<file path="src/btbc_consts.svh">
/*
 Constants for the bit-invert / branch / call execute block: phase codes,
 opcode patterns, widths, step sizes, register offsets, field positions
 and reset values.
 Assumes it is included by its bare name from each design file that needs it.
*/
`ifndef BTBC_CONSTS_SVH
`define BTBC_CONSTS_SVH

// widths of the program counter, the data-memory address and the bus address
`define BTBC_PC_W 21
`define BTBC_DADDR_W 12
`define BTBC_AXI_AW 8

// phase codes of the instruction cycle, one clock each
`define BTBC_Q1 2'h0
`define BTBC_Q2 2'h1
`define BTBC_Q3 2'h2
`define BTBC_Q4 2'h3
`define BTBC_Q_STEP 2'h1

// opcode patterns, compared against the top bits of a word
`define BTBC_PAT_BITINV 4'h7
`define BTBC_PAT_BR_OVF 8'hE4
`define BTBC_PAT_BR_ZERO 8'hE0
`define BTBC_PAT_CALL 7'h76
`define BTBC_PAT_TAIL 4'hF

// program counter steps in bytes, and its reset value
`define BTBC_PC_STEP 21'h000002
`define BTBC_RET_STEP 21'h000004
`define BTBC_PC_RST 21'h000000

// bank used when the bank-select bit is clear
`define BTBC_ACCESS_BANK 4'h0

// register byte offsets
`define BTBC_REG_CTRL 8'h00
`define BTBC_REG_PC 8'h04
`define BTBC_REG_STATUS 8'h08
`define BTBC_REG_SHADOW 8'h0C
`define BTBC_REG_STACK 8'h10

// field positions and reset values
`define BTBC_CTRL_RUN 0
`define BTBC_CTRL_RST 1'b0

// bus responses
`define BTBC_RESP_OKAY 2'h0
`define BTBC_RESP_SLVERR 2'h2

`endif

</file>
<file path="src/btbc_pkg.sv">
/*
 Types shared by the execute block and its decoder.
 Assumes nothing of its surroundings.
*/
package btbc_pkg;

   // instruction classes this block acts on
   typedef enum logic [2:0] {op_none, op_bit_invert, op_br_ovf, op_br_zero, op_call, op_call_tail} btbc_op_t;

   // instruction-cycle state
   typedef enum logic {st_exec, st_nop} btbc_state_t;

   // register selected by a bus address
   typedef enum logic [2:0] {reg_ctrl, reg_pc, reg_status, reg_shadow, reg_stack, reg_none} btbc_reg_t;

endpackage

</file>
<file path="src/btbc_decode.sv">
/*
 Combinational decoder of one 16-bit program word into an instruction
 class and its fields.
 Assumes the word is stable on the clock of the instantiating module.
*/
`timescale 1ns/1ps
`default_nettype none
`include "btbc_consts.svh"

module btbc_decode
   import btbc_pkg::*;
(
   input wire logic [15:0] word, // program word
   output var btbc_op_t op, // decoded class
   output logic [2:0] bit_sel, // bit number of a bit invert
   output logic sel_a, // bank-select bit or shadow-save bit
   output logic [7:0] lit // file address, offset or low call target
);

   // class from the top bits; anything else is left to the rest of the core
   always_comb
   begin
      op = op_none;
      if (word[15:12] == `BTBC_PAT_BITINV)
         op = op_bit_invert;
      else if (word[15:8] == `BTBC_PAT_BR_OVF)
         op = op_br_ovf;
      else if (word[15:8] == `BTBC_PAT_BR_ZERO)
         op = op_br_zero;
      else if (word[15:9] == `BTBC_PAT_CALL)
         op = op_call;
      else if (word[15:12] == `BTBC_PAT_TAIL)
         op = op_call_tail; // executed alone it does nothing
   end

   // fields share positions across the classes
   assign bit_sel = word[11:9];
   assign sel_a = word[8];
   assign lit = word[7:0];

endmodule
`default_nettype wire

</file>
<file path="src/btbc_exec.sv">
/*
 Execute block for bit invert, branch on overflow, branch on zero and the
 two-word subroutine call, with an AXI4-Lite slave for control and status.
 Assumes program and data memories answer one clock after their address
 changes, and that flags and core registers are on ref_clk.
*/
// Contract
// - bit invert flips bit b of the addressed byte, others kept, written back.
// - bit invert is 0111, bit number, bank bit, eight-bit file address.
// - bank bit 0 addresses the fixed access bank, ignoring bank select.
// - bank bit 1 forms address from bank select plus file address.
// - overflow branch taken only when overflow flag is one, else falls through.
// - overflow branch is 1110 0100 then eight-bit signed offset.
// - zero branch taken only when zero flag is one, else falls through.
// - zero branch is 1110 0000 then eight-bit signed offset.
// - taken branch target is incremented pc plus twice the signed offset.
// - taken branch adds a no-operation cycle; untaken leaves pc alone.
// - none of these instructions alter any arithmetic status flag.
// - call pushes its own address plus four onto the return stack.
// - call with save bit one copies work, flags, bank select to shadows.
// - call with save bit zero leaves all three shadows unchanged.
// - call loads the 20-bit target into pc bits 20 to 1, bit 0 zero.
// - target low byte from first word, bits 19:8 from second word.
// - call target may be any value across the full 20-bit range.
// - call takes two cycles, the second a no-operation.
`timescale 1ns/1ps
`default_nettype none
`include "btbc_consts.svh"

module btbc_exec
   import btbc_pkg::*;
(
   input wire logic ref_clk, // core clock, 100 MHz
   input wire logic rstn, // async reset, active low
   input wire logic [`BTBC_AXI_AW-1:0] s_axi_awaddr, // write address
   input wire logic s_axi_awvalid, // write address valid
   output logic s_axi_awready, // write address ready
   input wire logic [31:0] s_axi_wdata, // write data
   input wire logic [3:0] s_axi_wstrb, // byte enables
   input wire logic s_axi_wvalid, // write data valid
   output logic s_axi_wready, // write data ready
   output logic [1:0] s_axi_bresp, // write response
   output logic s_axi_bvalid, // write response valid
   input wire logic s_axi_bready, // write response ready
   input wire logic [`BTBC_AXI_AW-1:0] s_axi_araddr, // read address
   input wire logic s_axi_arvalid, // read address valid
   output logic s_axi_arready, // read address ready
   output logic [31:0] s_axi_rdata, // read data
   output logic [1:0] s_axi_rresp, // read response
   output logic s_axi_rvalid, // read data valid
   input wire logic s_axi_rready, // read data ready
   output logic [`BTBC_PC_W-1:0] prog_addr, // program memory byte address
   input wire logic [15:0] prog_data, // program word at prog_addr
   output logic [`BTBC_DADDR_W-1:0] dmem_addr, // data memory address
   output logic dmem_re, // data read strobe
   input wire logic [7:0] dmem_rdata, // data read byte
   output logic [7:0] dmem_wdata, // data write byte
   output logic dmem_we, // data write strobe
   input wire logic zero_flag, // zero status flag
   input wire logic ovf_flag, // overflow status flag
   input wire logic [7:0] work_reg, // working register
   input wire logic [7:0] status_reg, // status register
   input wire logic [7:0] bank_select_reg, // bank select register
   output logic stack_push, // return stack push strobe
   output logic [`BTBC_PC_W-1:0] stack_data, // return address pushed
   input wire logic [`BTBC_PC_W-1:0] stack_top, // current top of stack
   output logic [7:0] work_reg_shadow, // working register shadow
   output logic [7:0] flags_shadow, // status shadow
   output logic [7:0] bank_select_shadow // bank select shadow
);

   logic [1:0] q;
   logic run;
   btbc_state_t state;
   logic [15:0] ir;
   logic [`BTBC_PC_W-1:0] pc;
   logic [`BTBC_PC_W-1:0] instr_addr;
   btbc_op_t now_op;
   btbc_op_t ir_op;
   logic [2:0] now_bit;
   logic [2:0] ir_bit;
   logic now_a;
   logic ir_a;
   logic [7:0] now_lit;
   logic [7:0] ir_lit;
   logic active;
   logic ex;
   logic idle;
   logic take;
   logic [`BTBC_PC_W-1:0] br_off;
   logic [`BTBC_PC_W-1:0] call_target;
   logic aw_held;
   logic w_held;
   logic [`BTBC_AXI_AW-1:0] aw_addr;
   logic [31:0] w_data;
   logic [3:0] w_strb;
   logic wr_fire;
   btbc_reg_t wr_reg;
   logic pc_load;
   logic [31:0] pc_merged;

   // bus address to register; unaligned or unknown offsets select none
   function automatic btbc_reg_t reg_decode(input logic [`BTBC_AXI_AW-1:0] a);
      case (a)
         `BTBC_REG_CTRL: reg_decode = reg_ctrl;
         `BTBC_REG_PC: reg_decode = reg_pc;
         `BTBC_REG_STATUS: reg_decode = reg_status;
         `BTBC_REG_SHADOW: reg_decode = reg_shadow;
         `BTBC_REG_STACK: reg_decode = reg_stack;
         default: reg_decode = reg_none;
      endcase
   endfunction

   // byte-lane merge of a write into an old value
   function automatic logic [31:0] strb_merge(input logic [31:0] old, input logic [31:0] nv, input logic [3:0] strb);
      logic [31:0] r;
      r = old;
      for (int i = 0; i < 4; i++)
      begin
         if (strb[i])
            r[i*8 +: 8] = nv[i*8 +: 8];
      end
      return r;
   endfunction

   // word being fetched steers the data read; the latched word steers the rest
   btbc_decode dec_now (
      .word(prog_data),
      .op(now_op),
      .bit_sel(now_bit),
      .sel_a(now_a),
      .lit(now_lit)
   );

   btbc_decode dec_ir (
      .word(ir),
      .op(ir_op),
      .bit_sel(ir_bit),
      .sel_a(ir_a),
      .lit(ir_lit)
   );

   // a started instruction cycle always finishes, even if run drops
   assign active = run || (q != `BTBC_Q1);
   assign ex = active && (state == st_exec);
   assign idle = !run && (q == `BTBC_Q1);
   // flags are only read here, never written
   assign take = ((ir_op == op_br_ovf) && ovf_flag) || ((ir_op == op_br_zero) && zero_flag);
   assign br_off = {{12{ir_lit[7]}}, ir_lit, 1'b0};
   assign call_target = {prog_data[11:0], ir_lit, 1'b0};
   assign wr_fire = aw_held && w_held && !s_axi_bvalid;
   assign wr_reg = reg_decode(aw_addr);
   assign pc_load = wr_fire && (wr_reg == reg_pc) && idle;
   assign pc_merged = strb_merge({11'h000, pc}, w_data, w_strb);

   // phase divider: four clocks per instruction cycle
   always_ff @(posedge ref_clk or negedge rstn)
   begin
      if (!rstn)
         q <= `BTBC_Q1;
      else if (active)
         q <= q + `BTBC_Q_STEP;
   end

   // second cycle of a taken branch or a call is a no-operation
   always_ff @(posedge ref_clk or negedge rstn)
   begin
      if (!rstn)
         state <= st_exec;
      else if (active && (q == `BTBC_Q4))
      begin
         unique case (state)
            st_exec:
            begin
               if (take || (ir_op == op_call))
                  state <= st_nop;
            end
            st_nop:
               state <= st_exec;
         endcase
      end
   end

   // fetch, increment and program counter writes
   always_ff @(posedge ref_clk or negedge rstn)
   begin
      if (!rstn)
      begin
         ir <= 16'h0000;
         pc <= `BTBC_PC_RST;
         instr_addr <= `BTBC_PC_RST;
         prog_addr <= `BTBC_PC_RST;
      end
      else if (pc_load)
      begin
         pc <= {pc_merged[`BTBC_PC_W-1:1], 1'b0};
         prog_addr <= {pc_merged[`BTBC_PC_W-1:1], 1'b0};
      end
      else if (ex && (q == `BTBC_Q2))
      begin
         ir <= prog_data;
         instr_addr <= pc;
         pc <= pc + `BTBC_PC_STEP;
         prog_addr <= pc + `BTBC_PC_STEP; // also the second call word
      end
      else if (ex && (q == `BTBC_Q4))
      begin
         // untaken branch leaves the incremented pc untouched
         if (take)
         begin
            pc <= pc + br_off;
            prog_addr <= pc + br_off;
         end
         else if (ir_op == op_call)
         begin
            pc <= call_target;
            prog_addr <= call_target;
         end
      end
   end

   // read-modify-write of one data byte
   always_ff @(posedge ref_clk or negedge rstn)
   begin
      if (!rstn)
      begin
         dmem_addr <= '0;
         dmem_re <= 1'b0;
         dmem_we <= 1'b0;
         dmem_wdata <= 8'h00;
      end
      else
      begin
         dmem_re <= ex && (q == `BTBC_Q2) && (now_op == op_bit_invert);
         dmem_we <= ex && (q == `BTBC_Q4) && (ir_op == op_bit_invert);
         if (ex && (q == `BTBC_Q2) && (now_op == op_bit_invert))
         begin
            if (now_a)
               dmem_addr <= {bank_select_reg[3:0], now_lit};
            else
               dmem_addr <= {`BTBC_ACCESS_BANK, now_lit};
         end
         if (ex && (q == `BTBC_Q4) && (ir_op == op_bit_invert))
            dmem_wdata <= dmem_rdata ^ (8'h01 << ir_bit);
      end
   end

   // return push and optional shadow save, both in the third phase
   always_ff @(posedge ref_clk or negedge rstn)
   begin
      if (!rstn)
      begin
         stack_push <= 1'b0;
         stack_data <= `BTBC_PC_RST;
         work_reg_shadow <= 8'h00;
         flags_shadow <= 8'h00;
         bank_select_shadow <= 8'h00;
      end
      else
      begin
         stack_push <= ex && (q == `BTBC_Q3) && (ir_op == op_call);
         if (ex && (q == `BTBC_Q3) && (ir_op == op_call))
         begin
            stack_data <= instr_addr + `BTBC_RET_STEP;
            // save bit clear keeps the shadows as they were
            if (ir_a)
            begin
               work_reg_shadow <= work_reg;
               flags_shadow <= status_reg;
               bank_select_shadow <= bank_select_reg;
            end
         end
      end
   end

   // write channels: address and data taken in either order
   always_ff @(posedge ref_clk or negedge rstn)
   begin
      if (!rstn)
      begin
         s_axi_awready <= 1'b1;
         s_axi_wready <= 1'b1;
         s_axi_bvalid <= 1'b0;
         s_axi_bresp <= `BTBC_RESP_OKAY;
         aw_held <= 1'b0;
         w_held <= 1'b0;
         aw_addr <= '0;
         w_data <= 32'h00000000;
         w_strb <= 4'h0;
      end
      else
      begin
         if (s_axi_awvalid && s_axi_awready)
         begin
            aw_held <= 1'b1;
            s_axi_awready <= 1'b0;
            aw_addr <= s_axi_awaddr;
         end
         if (s_axi_wvalid && s_axi_wready)
         begin
            w_held <= 1'b1;
            s_axi_wready <= 1'b0;
            w_data <= s_axi_wdata;
            w_strb <= s_axi_wstrb;
         end
         if (wr_fire)
         begin
            s_axi_bvalid <= 1'b1;
            s_axi_bresp <= (wr_reg == reg_none) ? `BTBC_RESP_SLVERR : `BTBC_RESP_OKAY;
         end
         if (s_axi_bvalid && s_axi_bready)
         begin
            s_axi_bvalid <= 1'b0;
            aw_held <= 1'b0;
            w_held <= 1'b0;
            s_axi_awready <= 1'b1;
            s_axi_wready <= 1'b1;
         end
      end
   end

   // run control; pc writes are honoured only while stopped
   always_ff @(posedge ref_clk or negedge rstn)
   begin
      if (!rstn)
         run <= `BTBC_CTRL_RST;
      else if (wr_fire && (wr_reg == reg_ctrl) && w_strb[0])
         run <= w_data[`BTBC_CTRL_RUN];
   end

   // read channel, one read in flight
   always_ff @(posedge ref_clk or negedge rstn)
   begin
      if (!rstn)
      begin
         s_axi_arready <= 1'b1;
         s_axi_rvalid <= 1'b0;
         s_axi_rdata <= 32'h00000000;
         s_axi_rresp <= `BTBC_RESP_OKAY;
      end
      else
      begin
         if (s_axi_arvalid && s_axi_arready)
         begin
            s_axi_arready <= 1'b0;
            s_axi_rvalid <= 1'b1;
            s_axi_rresp <= `BTBC_RESP_OKAY;
            unique case (reg_decode(s_axi_araddr))
               reg_ctrl: s_axi_rdata <= {31'h00000000, run};
               reg_pc: s_axi_rdata <= {11'h000, pc};
               reg_status: s_axi_rdata <= {28'h0000000, state == st_nop, q, run};
               reg_shadow: s_axi_rdata <= {8'h00, bank_select_shadow, flags_shadow, work_reg_shadow};
               reg_stack: s_axi_rdata <= {11'h000, stack_top};
               reg_none:
               begin
                  s_axi_rdata <= 32'h00000000;
                  s_axi_rresp <= `BTBC_RESP_SLVERR;
               end
            endcase
         end
         if (s_axi_rvalid && s_axi_rready)
         begin
            s_axi_rvalid <= 1'b0;
            s_axi_arready <= 1'b1;
         end
      end
   end

   // helper views for the checks below
   logic [3:0] prog_top;
   logic [3:0] bank_lo;
   logic [11:0] prog_khi;
   assign prog_top = prog_data[15:12];
   assign bank_lo = bank_select_reg[3:0];
   assign prog_khi = prog_data[11:0];

   bit_toggle_a: assert property (@(posedge ref_clk) disable iff (!rstn)
      dmem_we |-> dmem_wdata == ($past(dmem_rdata) ^ (8'h01 << ir_bit)))
      else $error("bit invert wrote a wrong byte");

   toggle_decode_a: assert property (@(posedge ref_clk) disable iff (!rstn)
      dmem_re |-> ($past(prog_top) == `BTBC_PAT_BITINV) ##2 dmem_we)
      else $error("data access without a bit invert word");

   access_bank_a: assert property (@(posedge ref_clk) disable iff (!rstn)
      (dmem_re && !ir_a) |-> dmem_addr == {`BTBC_ACCESS_BANK, ir_lit})
      else $error("access bank address wrong");

   banked_addr_a: assert property (@(posedge ref_clk) disable iff (!rstn)
      (dmem_re && ir_a) |-> dmem_addr == {$past(bank_lo), ir_lit})
      else $error("banked address wrong");

   ovf_branch_a: assert property (@(posedge ref_clk) disable iff (!rstn)
      (ex && (q == `BTBC_Q4) && (ir_op == op_br_ovf))
      |=> pc == ($past(ovf_flag) ? $past(pc) + $past(br_off) : $past(pc)))
      else $error("overflow branch pc wrong");

   zero_branch_a: assert property (@(posedge ref_clk) disable iff (!rstn)
      (ex && (q == `BTBC_Q4) && (ir_op == op_br_zero))
      |=> pc == ($past(zero_flag) ? $past(pc) + $past(br_off) : $past(pc)))
      else $error("zero branch pc wrong");

   branch_nop_a: assert property (@(posedge ref_clk) disable iff (!rstn)
      (ex && (q == `BTBC_Q4) && take) |=> (state == st_nop) && (prog_addr == pc))
      else $error("taken branch skipped its idle cycle");

   nop_quiet_a: assert property (@(posedge ref_clk) disable iff (!rstn)
      // pc moves on the edge that enters the idle cycle, and by a bus write while parked in it
      (state == st_nop) |-> !dmem_re && !dmem_we && !stack_push && ((q == `BTBC_Q1) || $stable(pc)))
      else $error("activity in a no-operation cycle");

   push_addr_a: assert property (@(posedge ref_clk) disable iff (!rstn)
      stack_push |-> (stack_data == instr_addr + `BTBC_RET_STEP) ##1 (pc[0] == 1'b0))
      else $error("return address wrong");

   shadow_save_a: assert property (@(posedge ref_clk) disable iff (!rstn)
      (stack_push && ir_a) |-> (work_reg_shadow == $past(work_reg)) && (flags_shadow == $past(status_reg))
      && (bank_select_shadow == $past(bank_select_reg)))
      else $error("shadow save missed");

   shadow_hold_a: assert property (@(posedge ref_clk) disable iff (!rstn)
      !(stack_push && ir_a) |-> $stable(work_reg_shadow) && $stable(flags_shadow) && $stable(bank_select_shadow))
      else $error("shadow changed without a save");

   call_target_a: assert property (@(posedge ref_clk) disable iff (!rstn)
      (ex && (q == `BTBC_Q4) && (ir_op == op_call))
      |=> (pc == {$past(prog_khi), ir_lit, 1'b0}) && (state == st_nop))
      else $error("call target or idle cycle wrong");

endmodule
`default_nettype wire

</file>
<file path="config.mk">
export PLATFORM = sky130hd
export DESIGN_NAME = btbc_exec
export DESIGN_NICKNAME = d
export VERILOG_FILES = /design/src/btbc_pkg.sv /design/src/btbc_decode.sv /design/src/btbc_exec.sv
export VERILOG_INCLUDE_DIRS = /design/src
export SDC_FILE = /design/constraint.sdc
export NUM_CORES = 1
export LEC_CHECK = 0
export ABC_AREA = 1
export BUFFER_PORTS_ARGS = -buffer_cell sky130_fd_sc_hd__buf_2
export CORE_ASPECT_RATIO = 1.75
export CORE_MARGIN = 10
export CORE_UTILIZATION = 30
export DETAILED_ROUTE_END_ITERATION = 12
export HOLD_SLACK_MARGIN = 0.1
export SYNTH_ARGS = -nofsm -noshare
export SYNTH_HDL_FRONTEND = slang
export SYNTH_SLANG_ARGS = --single-unit
</file>
<file path="constraint.sdc">
create_clock -name ref_clk -period 2.15 [get_ports ref_clk]
set_input_delay 0.3225 -clock ref_clk [delete_from_list [all_inputs] [get_ports ref_clk]]
set_output_delay 0.3225 -clock ref_clk [all_outputs]
set_load 0.005 [all_outputs]
</file>
# Yosys cells after proc, flatten, opt, wreduce, memory -nomap -nowiden
# Cells that the tools add are included.
[op_classes] addsub=4 n_lt_le_gt_ge=0 muxes=41 eq_ne=36 n_shift=1 reduce_logical=45 div=0 mul=0 bitwise=3
[op_table] op="32-bit case mux with 6 select lines" count=1
[op_table] op="21-bit 2-to-1 mux" count=5
[op_table] op="3-bit 2-to-1 mux" count=11
[op_table] op="8-bit by 4-bit equality test with 1-bit output, second input constant" count=4
[op_table] op="8-bit equality test, second input constant" count=4
[op_table] op="3-bit case mux with 5 select lines" count=2
[op_table] op="1-bit logical AND" count=22
[op_table] op="21-bit by 2-bit adder with 21-bit output, second input constant" count=1
[op_table] op="21-bit adder" count=1
[op_table] op="21-bit by 3-bit adder with 21-bit output, second input constant" count=1
[op_table] op="8-bit by 3-bit equality test with 1-bit output, second input constant" count=2
[op_table] op="8-bit by 5-bit equality test with 1-bit output, second input constant" count=2
[op_table] op="8-bit zero test" count=2
[op_table] op="8-bit 2-to-1 mux" count=2
[op_table] op="1-bit 2-to-1 mux" count=15
[op_table] op="7-bit equality test, second input constant" count=2
[op_table] op="3-bit by 1-bit equality test with 1-bit output, second input constant" count=4
[op_table] op="3-bit by 2-bit equality test with 1-bit output, second input constant" count=4
[op_table] op="3-bit equality test, second input constant" count=4
[op_table] op="12-bit 2-to-1 mux" count=1
[op_table] op="2-bit nonzero test" count=5
[op_table] op="3-bit AND reduction" count=3
[op_table] op="4-bit by 3-bit equality test with 1-bit output, second input constant" count=2
[op_table] op="4-bit equality test, second input constant" count=2
[op_table] op="17 further kinds" count=28
[totals] latchBits=0 ramBits=0 memories=0 out_inout_bits=130 regBits=205 in_bits=130 mem_bits_ro=0 word_cells=161

# Depth between registers and ports, before layout
# Gate-level depths: netlist of the first run.
[logic_depth] ltp_word=13 ltp_mapped=16 depth_no_buf=16

# Cells and area by module
# From an unflattened synthesis of the first run, not the netlist that was laid out.
[hier_totals] hier_cells=1442 hier_area_um2=10943.0
[by_module_without_submodules] module="btbc_exec" cells_per_inst=1392 instances=1 area_each_um2=10630.2 seq_area_each_um2=4808.4
[by_module_without_submodules] module="btbc_decode" cells_per_inst=25 instances=2 area_each_um2=156.4 seq_area_each_um2=0.0

# Worst setup path after synthesis of the first run
# OpenSTA, ideal clock, no wires.
[synth_timing] path_type="reg2reg" start="register pc[1]" end="register pc[15]" n_path_buf=0 period_less_slack_ns=2.043 setup_ns=0.116 slack_ns=0.107 path_stages_with_launch=16 required_ns=2.034 t_arrival_ns=1.926 path_cell_list="dfrtp_1 > ha_1 > inv_1 > fa_1 > inv_1 > nand3_1 > nand3_1 > nand2_1 > nand2_1 > nand2_1 > nand3_1 > nand3_1 > nand3_1 > nand2_1 > nand2_1 > nand2_1"
[synth_via] elab_chain_len=5 word_cells_on_any_way=6 cone_classes="2 x add/sub; 4 x mux"
[synth_rtl] item="start, declared" line_no="btbc_exec.sv:76" text="logic [`BTBC_PC_W-1:0] pc;"
[synth_rtl] item="start signal, assigned" line_no="btbc_exec.sv:190" text="pc <= `BTBC_PC_RST;"
[synth_rtl] item="start signal, assigned" line_no="btbc_exec.sv:196" text="pc <= {pc_merged[`BTBC_PC_W-1:1], 1'b0};"
[synth_rtl] item="start signal, assigned" line_no="btbc_exec.sv:203" text="pc <= pc + `BTBC_PC_STEP;"
[synth_rtl] item="21-bit adder" line_no="btbc_exec.sv:211" text="pc <= pc + br_off;"
[synth_rtl] item="21-bit 2-to-1 mux" line_no="btbc_exec.sv:209" text="if (take)"
[synth_rtl] item="21-bit 2-to-1 mux" line_no="btbc_exec.sv:206" text="else if (ex && (q == `BTBC_Q4))"
[synth_rtl] item="21-bit 2-to-1 mux *" line_no="btbc_exec.sv:199" text="else if (ex && (q == `BTBC_Q2))"
[synth_rtl] item="21-bit 2-to-1 mux *" line_no="btbc_exec.sv:194" text="else if (pc_load)"
# Every way passes the cells marked *; elsewhere a longest branch is shown, timed or not. The select of a mux whose other input is x is not followed.
# A chain may end at the register's enable or synchronous reset.

# Final worst setup path of the first run
[layout_timing] start="register ir[7]" end="register pc[12]"
[layout_via] elab_chain_len=5
[layout_rtl] item="start, declared" line_no="btbc_exec.sv:75" text="logic [15:0] ir;"
[layout_rtl] item="start signal, assigned" line_no="btbc_exec.sv:201" text="ir <= prog_data;"
[layout_rtl] item="21-bit adder" line_no="btbc_exec.sv:211"
[layout_rtl] item="21-bit 2-to-1 mux" line_no="btbc_exec.sv:209"
[layout_rtl] item="21-bit 2-to-1 mux" line_no="btbc_exec.sv:206"
[layout_rtl] item="21-bit 2-to-1 mux" line_no="btbc_exec.sv:199"
[layout_rtl] item="21-bit 2-to-1 mux" line_no="btbc_exec.sv:194"
[layout_rtl] item="end signal, assigned" line_no="btbc_exec.sv:196"
[layout_rtl] item="end signal, assigned" line_no="btbc_exec.sv:203"
[layout_rtl] item="end signal, assigned" line_no="btbc_exec.sv:211"
# No other way between the ends. The select of a mux whose other input is x is not followed.

==> results of run 1 <==
## stage by stage
stage	total power (µW)	hold slack [ps]	instances	setup TNS, ps
floorplan	10600	26.9	1452	0
global placement	15200	259	2226	-518
detailed placement	15300	259	2226	-694
CTS	19100	103	2321	-12.2
global route	22000	125	2341	-447
finish	20600	118	2341	0
## cells in the mapped netlist (3+ instances only)
library cell | n | area [µm²]
nand2_1 | 473 | 1780
dfrtp_1 | 189 | 4730
inv_1 | 162 | 608
o21ai_0 | 123 | 616
nor2_1 | 109 | 409
nand3_1 | 99 | 495
a21oi_1 | 55 | 275
xor2_1 | 30 | 263
clkbuf_1 | 26 | 97.6
ha_1 | 26 | 325
mux2_4 | 20 | 300
nor3_1 | 17 | 85.1
nand4_1 | 16 | 100
buf_4 | 12 | 90.1
buf_2 | 7 | 35.0
o211ai_1 | 6 | 45.0
o21ai_1 | 6 | 30.0
xnor2_1 | 6 | 52.6
inv_2 | 5 | 18.8
mux2_2 | 5 | 56.3
nand3b_1 | 5 | 37.5
nor2_2 | 4 | 25.0
a31oi_1 | 3 | 18.8
clkinv_1 | 3 | 11.3
dfstp_2 | 3 | 78.8
nand2_2 | 3 | 18.8
nand3_2 | 3 | 30.0
nor4_1 | 3 | 18.8
o31ai_1 | 3 | 22.5
## area by class of cell
type / instances / area, µm²
flip-flops and latches: 192 / 4810
clock inverters: 15 / 188
fillers: 3692 / 20500
multi-input cells: 1041 / 5770
inverters: 170 / 638
well taps: 470 / 588
repair buffers: 434 / 3010
clock buffers: 17 / 425
diodes: 2 / 5.00
## per-layer routing
metal / global-route usage / vias to the layer above
li1: - / 5434
met1: 0.195 / 5263
met2: 0.350 / 328
met3: 0.0273 / 104
met4: 0.100 / 0
met5: 0 / -
## where the power goes
part           leakage [µW]  internal [µW]  switching (µW)  total [µW]
Clock              0.000297           1580            1700        3280
Sequential          0.00240           4730             991        5720
Combinational       0.00521           4860            6710       11600
## worst max-delay path: stages (launching register included)
cell and delay (ps):
dfrtp_2 530, ha_4 340, buf_6 120, nand2_8 60
inv_2 70, a21oi_2 50, buf_4 140, buf_4 120
buf_4 120, nand3_1 70, nand3_1 70, nand2_1 140
nand2_1 80, nand2_1 60, nand2_1 50
## flip-flops by register name, summed over array words and instances, names as in the netlist, 2 cells and up
register / cells
s_axi_rdata: 24
w_data: 21
instr_addr: 20
pc: 20
stack_data: 20
ir: 16
dmem_addr: 12
aw_addr: 8
bank_select_shadow: 8
dmem_wdata: 8
flags_shadow: 8
work_reg_shadow: 8
w_strb: 3
q: 2
## timing repair
| action | in CTS | in global routing |
|---|---|---|
| cloned | 0 | 3 |
| setup buffers | 0 | 15 |
| setup endpoints to repair | 15 | 32 |
| hold buffers | 63 | 0 |
| pin swaps | 0 | 40 |
| gates resized for setup | 20 | 113 |
| endpoints found under the hold margin | 91 | 0 |
## placed cells by master (no fill, tap or decap), types with 8 or more instances in the layout
| cell | instances |
|---|---|
| nand2_1 | 443 |
| buf_2 | 234 |
| dfrtp_1 | 188 |
| inv_1 | 157 |
| o21ai_0 | 120 |
| buf_4 | 118 |
| nor2_1 | 94 |
| nand3_1 | 86 |
| dlygate4sd3_1 | 63 |
| a21oi_1 | 45 |
| xor2_1 | 30 |
| nand2_2 | 26 |
| mux2_4 | 20 |
| clkbuf_16 | 20 |
| nand4_1 | 16 |
| ha_4 | 14 |
| nand3_2 | 13 |
| nor2_2 | 13 |
| conb_1 | 12 |
| inv_2 | 10 |
| nor3_1 | 10 |
| ha_1 | 10 |
| nor2_4 | 8 |
| o21ai_1 | 8 |
| a21oi_2 | 8 |
## cells by family after synthesis
kind of cell / Yosys count / share of synthesized area
and+or+nand+nor: 738 / 0.283
buffers and inverters: 219 / 0.0820
AOI/OAI and AO/OA: 203 / 0.0981
DFF: 192 / 0.443
xor gates and xnor gates: 36 / 0.0290
adders and majority gates: 27 / 0.0318
muxes: 25 / 0.0328
other: 1 / 0.000345
## worst max path at each step
stage | end | from | slack, ps | cells past startpoint
after floorplan | pc[15] | pc[1] | 110 | 15
after global placement | pc[16] | ir[7] | -70 | 15
after detailed placement | pc[18] | ir[7] | -90 | 13
after CTS | pc[16] | ir[7] | -10 | 15
after global routing | pc[16] | ir[7] | -70 | 15
final | pc[12] | ir[7] | 20 | 14
==> results.ini, run 1 <==
[global_route]
gr-usage-all-layers=0.188
grt_max_degree=62
grt_first_pass_wirelength_um=64000
grt_overflow_total=0
grt_pass1_vias=11200
antenna_found_initial=2

[sta]
finalClockSkew_ps=19.3
worstMarginPinSlew_ps=843
fmax_mhz=469
maxSlewHeadroom=0.434
fin_crit_sh=0.992
layout_setup_ws_ps=17.4
hold_viol_final=0
drv_slew=0
layout_min_cycle_time_ps=2130
rsz0062_at_grt=yes
setup_viol=0

[floorplan]
design.core.area_um2=35900
start_util=0.302
num_rows=92
die_area_um2=44500
die_h_um=272
io_pins=260
dieWidth_um=164

[routing]
met3_length_um=1830
wl_met2_um=23800
dr.pass1.iters=5
wl_met1_um=15900
ant_nets=0
vias_per_cell=4.75
vias=11100
top_layer_used=met4
avgRoutedWirePerCell_um=18.8
drc=0
wirelength_um=43900
dr.first_iter.drc_count=554

[worst_setup_path]
rr_worst_depth=14
worstPathRequired_ps=2510
crit_arrival_ps=2490
crit_path_end_kind=register
startpoint_type=register
r2r_start=ir[7]
path_max_fanout=7
r2r_slack_ps=20
r2r-end=pc[12]
crit_type=reg -> reg

[yosys]
synth_edf_count=0
netlist_instances=1441
synth-seq-cells=192
synth_area_um2=10900
ys_types=44
synth_ff_type=dfrtp_1
syn_area_per_cell_um2=7.54
postSynth.asyncResetShare=1.00
yosysSeqAreaShare=0.443
yosysWarnings=0

[worst_hold_path]
min-delay-start=prog_data[2]
hold_depth=3
hold_class=in -> reg
min_to=ir[2]

[cells_and_area]
finalNetCount=2013
final_area_um2=15400
area_growth_pct=42.1
postLayoutCoreUtil=0.430
drive_above_1_share=0.296

[clock_network]
clkTransAtPathRegs_ps=80
htreeDepth=4
cts_buffer_depth=2
cts_made_buffers=17
clkSinkCount=192
cts_tree=done
clk_latency_ps=470
clock-root-buffer=clkbuf_16

[pwr]
leakage_uw=0.00791
ir_worst_vdd_uv=778
p_per_area_nw_per_um2=1330

[place]
dpl_cell_area_um2=13400
dp_hpwl_um=34100
gp_congestion=0.952
dpl_worst_slack_ps=-90.7
io_buffers=235

[job]
cap_viol_max_count=0

[outcome]
status=finished clean

No activity file was read; power rests on OpenSTA's default activity.
==> inputs of run 2 (changes only) <==
--- a/config.mk
+++ b/config.mk
@@ -13,6 +13,7 @@
 export CORE_UTILIZATION = 30
 export DETAILED_ROUTE_END_ITERATION = 12
 export HOLD_SLACK_MARGIN = 0.1
+export SETUP_SLACK_MARGIN = 0.3
 export SYNTH_ARGS = -nofsm -noshare
 export SYNTH_HDL_FRONTEND = slang
 export SYNTH_SLANG_ARGS = --single-unit
==> results.ini, run 2 (same netlist as run 1, synthesis figures left out) <==
[pwr]
leakage_uw=0.00834
ir_worst_vdd_uv=1040
p_per_area_nw_per_um2=1350

[global_route]
grt_max_degree=50
grt_pass1_vias=11700
antenna_found_initial=2
gr-usage-all-layers=0.195
grt_overflow_total=0
grt_first_pass_wirelength_um=66600

[sta]
fmax_mhz=464
worstMarginPinSlew_ps=519
layout_setup_ws_ps=-6.17
drv_slew=0
finalClockSkew_ps=14.3
fin_crit_sh=1.00
layout_min_cycle_time_ps=2160
hold_viol_final=0
rsz0062_at_grt=yes
setup_viol=1
maxSlewHeadroom=0.654

[worst_setup_path]
cp.buffers_inverters=3
crit_path_end_kind=register
crit_top_cell=nand2_2
path_cells=buf_12 > ha_4 > buf_6 > nand2_4 > nor2_1 > inv_1 > nor3_2 > nand2_2 > nand3_2 > nand3_2 > nand2_2 > nand2_2 > nand2_1 > nand2_1
path_max_fanout=8
crit_family=simple AND/OR/NAND/NOR gates
worstPathRequired_ps=2500
crit_type=reg -> reg
slowest_delay_ps=520
critical-path-slowest-cell=dfrtp_2
crit_arrival_ps=2510
startpoint_type=register

[clock_network]
clkTransAtPathRegs_ps=80
clkSinkCount=192
clock-root-buffer=clkbuf_16
cts_tree=done
cts_made_buffers=17
clk_latency_ps=460
cts_buffer_depth=2
htreeDepth=4

[place]
gp_congestion=0.910
dpl_worst_slack_ps=-47.0
io_buffers=235
dpl_cell_area_um2=13400
dp_hpwl_um=33800

[cells_and_area]
drive_above_1_share=0.373
largest_reg_flops=24
largestRegisters=s_axi_rdata x24, w_data x21
area_growth_pct=53.1
final_area_um2=16600
nFillCells=3507
top_register=s_axi_rdata
mostFrequentLayoutCell=nand2_1
final_cell_mix=nand2_1 (395), buf_2 (234), dfrtp_1 (182)
postLayoutCoreUtil=0.463
finalNetCount=2049

[floorplan]
design.core.area_um2=35900
die_h_um=272
start_util=0.302
num_rows=92
dieWidth_um=164
die_area_um2=44500
io_pins=260

[worst_hold_path]
hold_class=in -> reg

[outcome]
status=finished with violations
violations=negative setup slack

[routing]
drc=0
wirelength_um=45700
dr.first_iter.drc_count=722
dr.pass1.iters=5
avgRoutedWirePerCell_um=19.2
vias_per_cell=4.89
vias=11600
ant_nets=0

[job]
cap_viol_max_count=0

## run 2: final timing paths
path | slack, ps | to | from | cells past startpoint
max | -6 | pc[17] | ir[7] | 14
min | 120 | ir[2] | prog_data[2] | 3
max reg2reg | -6 | pc[17] | ir[7] | 14
min reg2reg | 480 | s_axi_wready | s_axi_wready | 2
max in group asynchronous | 970 | s_axi_wready | rstn | 3
min in group asynchronous | 370 | dmem_addr[3] | rstn | 2
## run 2: per-layer routing
metal | GRT usage | vias up | routed length (µm)
met4 | 0.130 | 0 | 2890
li1 | - | 5509 | -
met1 | 0.200 | 5621 | 16300
met2 | 0.357 | 384 | 24700
met5 | 0 | - | 0
met3 | 0.0286 | 116 | 1850
## run 2: worst reg2reg max path, delay by kind of cell (launching register included)
family / cells / cell delay, ps
flops: 1 / 520
fa+ha+maj: 1 / 280
simple gates: 10 / 860
buf+inv: 3 / 400
## run 2: layout make-up
class,instances,area [µm²],share of cell area
diodes,3,7.51,0.000451
clock buffers,18,439,0.0264
clock inverters,14,144,0.00865
inverters,170,662,0.0398
multi-input cells,1042,6400,0.385
flip-flops and latches,192,4820,0.290
well taps,470,588,0.0354
repair buffers,469,3570,0.215
## run 2: where the power goes
| part | internal, µW | switching, µW |
|---|---|---|
| clock network | 1580 | 1650 |
| registers | 4740 | 1030 |
| logic | 5710 | 7710 |
| total | 12000 | 10400 |
## run 2: repair_timing
item,4_1_cts,5_1_grt
resized for setup,174,178
gates cloned,7,4
setup endpoints to repair,75,93
pin swaps,66,82
endpoints found under the hold margin,100,0
setup buffers,39,16
hold buffers,59,0
## run 2: per-stage QoR
step	setup TNS, ps	total power (µW)	std cells	hold slack [ps]
finish	-6.17	22400	2378	116
global placement	-59.0	15100	2218	311
floorplan	0	10700	1452	26.9
global route	-319	23800	2377	110
CTS	0	20800	2355	104
detailed placement	-148	15200	2218	311
==> inputs of run 3 (changes only) <==
==> constraint.sdc (replaced) <==
create_clock -name ref_clk -period 2.6 [get_ports ref_clk]
set_input_delay 0.39 -clock ref_clk [delete_from_list [all_inputs] [get_ports ref_clk]]
set_output_delay 0.39 -clock ref_clk [all_outputs]
set_load 0.005 [all_outputs]
==> results.ini, run 3 (same netlist as run 1, synthesis figures left out) <==
[global_route]
grt_max_degree=60
grt_pass1_vias=10300
grt-busiest-layer=met2
grt_first_pass_wirelength_um=61300
antenna_found_initial=3
gr-usage-all-layers=0.181
met3_usage=0.0362
grt_overflow_total=0
gr-usage-met2=0.328
use_met1=0.192

[worst_setup_path]
path_cells=ha_2 > nand2_1 > buf_4 > nor2_1 > nand3_1 > nand3_2 > nand2_1 > nand3_1 > o211ai_1 > nand2_1 > a21oi_1
path_max_fanout=7
crit_top_cell=nand2_1
crit_type=reg -> reg
slowest_delay_ps=480
worstPathRequired_ps=2950
startpoint=ir[7]
startpoint_type=register
crit_path_end_kind=register
r2r_start=ir[7]
crit_arrival_ps=2570
critical-path-slowest-cell=dfrtp_2

[clock_network]
cts_buffer_depth=2
clk_latency_ps=470
clkTransAtPathRegs_ps=80
clkSinkCount=192
cts_tree=done
clock-root-buffer=clkbuf_16
htreeDepth=4
cts_made_buffers=17

[routing]
wirelength_um=41300
dr.first_iter.drc_count=555
avgRoutedWirePerCell_um=18.7
vias_per_cell=4.73
dr.pass1.iters=5
drc=0
ant_nets=0
vias=10400

[sta]
hold_viol_final=0
fmax_mhz=450
layout_min_cycle_time_ps=2220
drv_slew=0
setup_viol=0
fin_crit_sh=0.855
maxSlewHeadroom=0.464
setup_tns_ps=0
worstMarginPinSlew_ps=803
finalClockSkew_ps=19.3
layout_setup_ws_ps=377
rsz0062_at_grt=yes

[pwr]
ir_worst_vdd_uv=513
leakage_uw=0.00718
p_per_area_nw_per_um2=1080

[cells_and_area]
drive_above_1_share=0.237
top_register=s_axi_rdata
mostFrequentLayoutCell=nand2_1
area_growth_pct=26.4
largest_reg_flops=24
final_cell_mix=nand2_1 (463), buf_2 (234), dfrtp_1 (187)
finalNetCount=1877
nFillCells=3851
largestRegisters=s_axi_rdata x24, w_data x21

[floorplan]
die_h_um=272
dieWidth_um=164
die_area_um2=44500
io_pins=260
design.core.area_um2=35900
start_util=0.302
num_rows=92

[place]
dp_hpwl_um=33000
io_buffers=235
gp_congestion=0.934
dpl_worst_slack_ps=183

[job]
cap_viol_max_count=0

[worst_hold_path]
min-delay-start=s_axi_awaddr[1]
hold_class=in -> reg

[outcome]
status=finished clean

run 3: report_power, final:
| part | internal (µW) | total [µW] | switching (µW) |
|---|---|---|---|
| Combinational | 2620 | 7390 | 4770 |
| Clock | 1430 | 2780 | 1340 |
| Sequential | 3910 | 4710 | 793 |
| Total | 7970 | 14900 | 6900 |
run 3: layer usage:
layer  wire, µm  up-vias
met5          0        -
met4       1940        0
met3       2120       63
met2      22200      285
met1      15000     4945
li1           -     5147
run 3: repair_timing:
action / in CTS / in global routing
hold buffers: 4 / 0
gates cloned: 0 / 0
gates resized for setup: 9 / 34
setup endpoints to repair: 23 / 68
setup buffers: 0 / 7
endpoints found under the hold margin: 56 / 0
run 3: path summary, 6_finish.rpt:
kind | to | slack [ps] | cells past startpoint
worst max-delay path | pc[11] | 380 | 11
worst min-delay path | aw_addr[1] | 120 | 3
worst max register to register | pc[11] | 380 | 11
worst min register to register | stack_data[19] | 480 | 2
max in group asynchronous | s_axi_arready | 1360 | 3
min in group asynchronous | dmem_re | 470 | 2
run 3: cell type report:
type,instances,area [µm²],area share
multi-input combinational,1041,5350,0.390
sequential,192,4810,0.350
timing repair buffer,298,1720,0.125
inverter,170,638,0.0465
tap,470,588,0.0428
clock buffer,19,453,0.0330
clock inverter,13,164,0.0119
antenna,3,7.51,0.000547
run 3: worst max-delay path, delay by kind of cell (launching register included):
kind / cells / cell delay, ps
and+or+nand+nor: 7 / 780
DFF: 1 / 480
adders and majority gates: 1 / 400
AOI/OAI and AO/OA: 2 / 280
buffers and inverters: 1 / 160
run 3: per-stage QoR:
stage / utilization / hold WS (ps) / area (µm²) / power [µW] / cells
floorplan: - / 94.4 / 10900 / 8800 / 1452
global placement: 0.358 / 441 / 12900 / 11700 / 2160
detailed placement: 0.358 / 447 / 12900 / 11800 / 2160
CTS: 0.378 / 102 / 13600 / 14700 / 2196
global route: 0.382 / 112 / 13700 / 16000 / 2206
finish: 0.382 / 124 / 13700 / 14900 / 2206
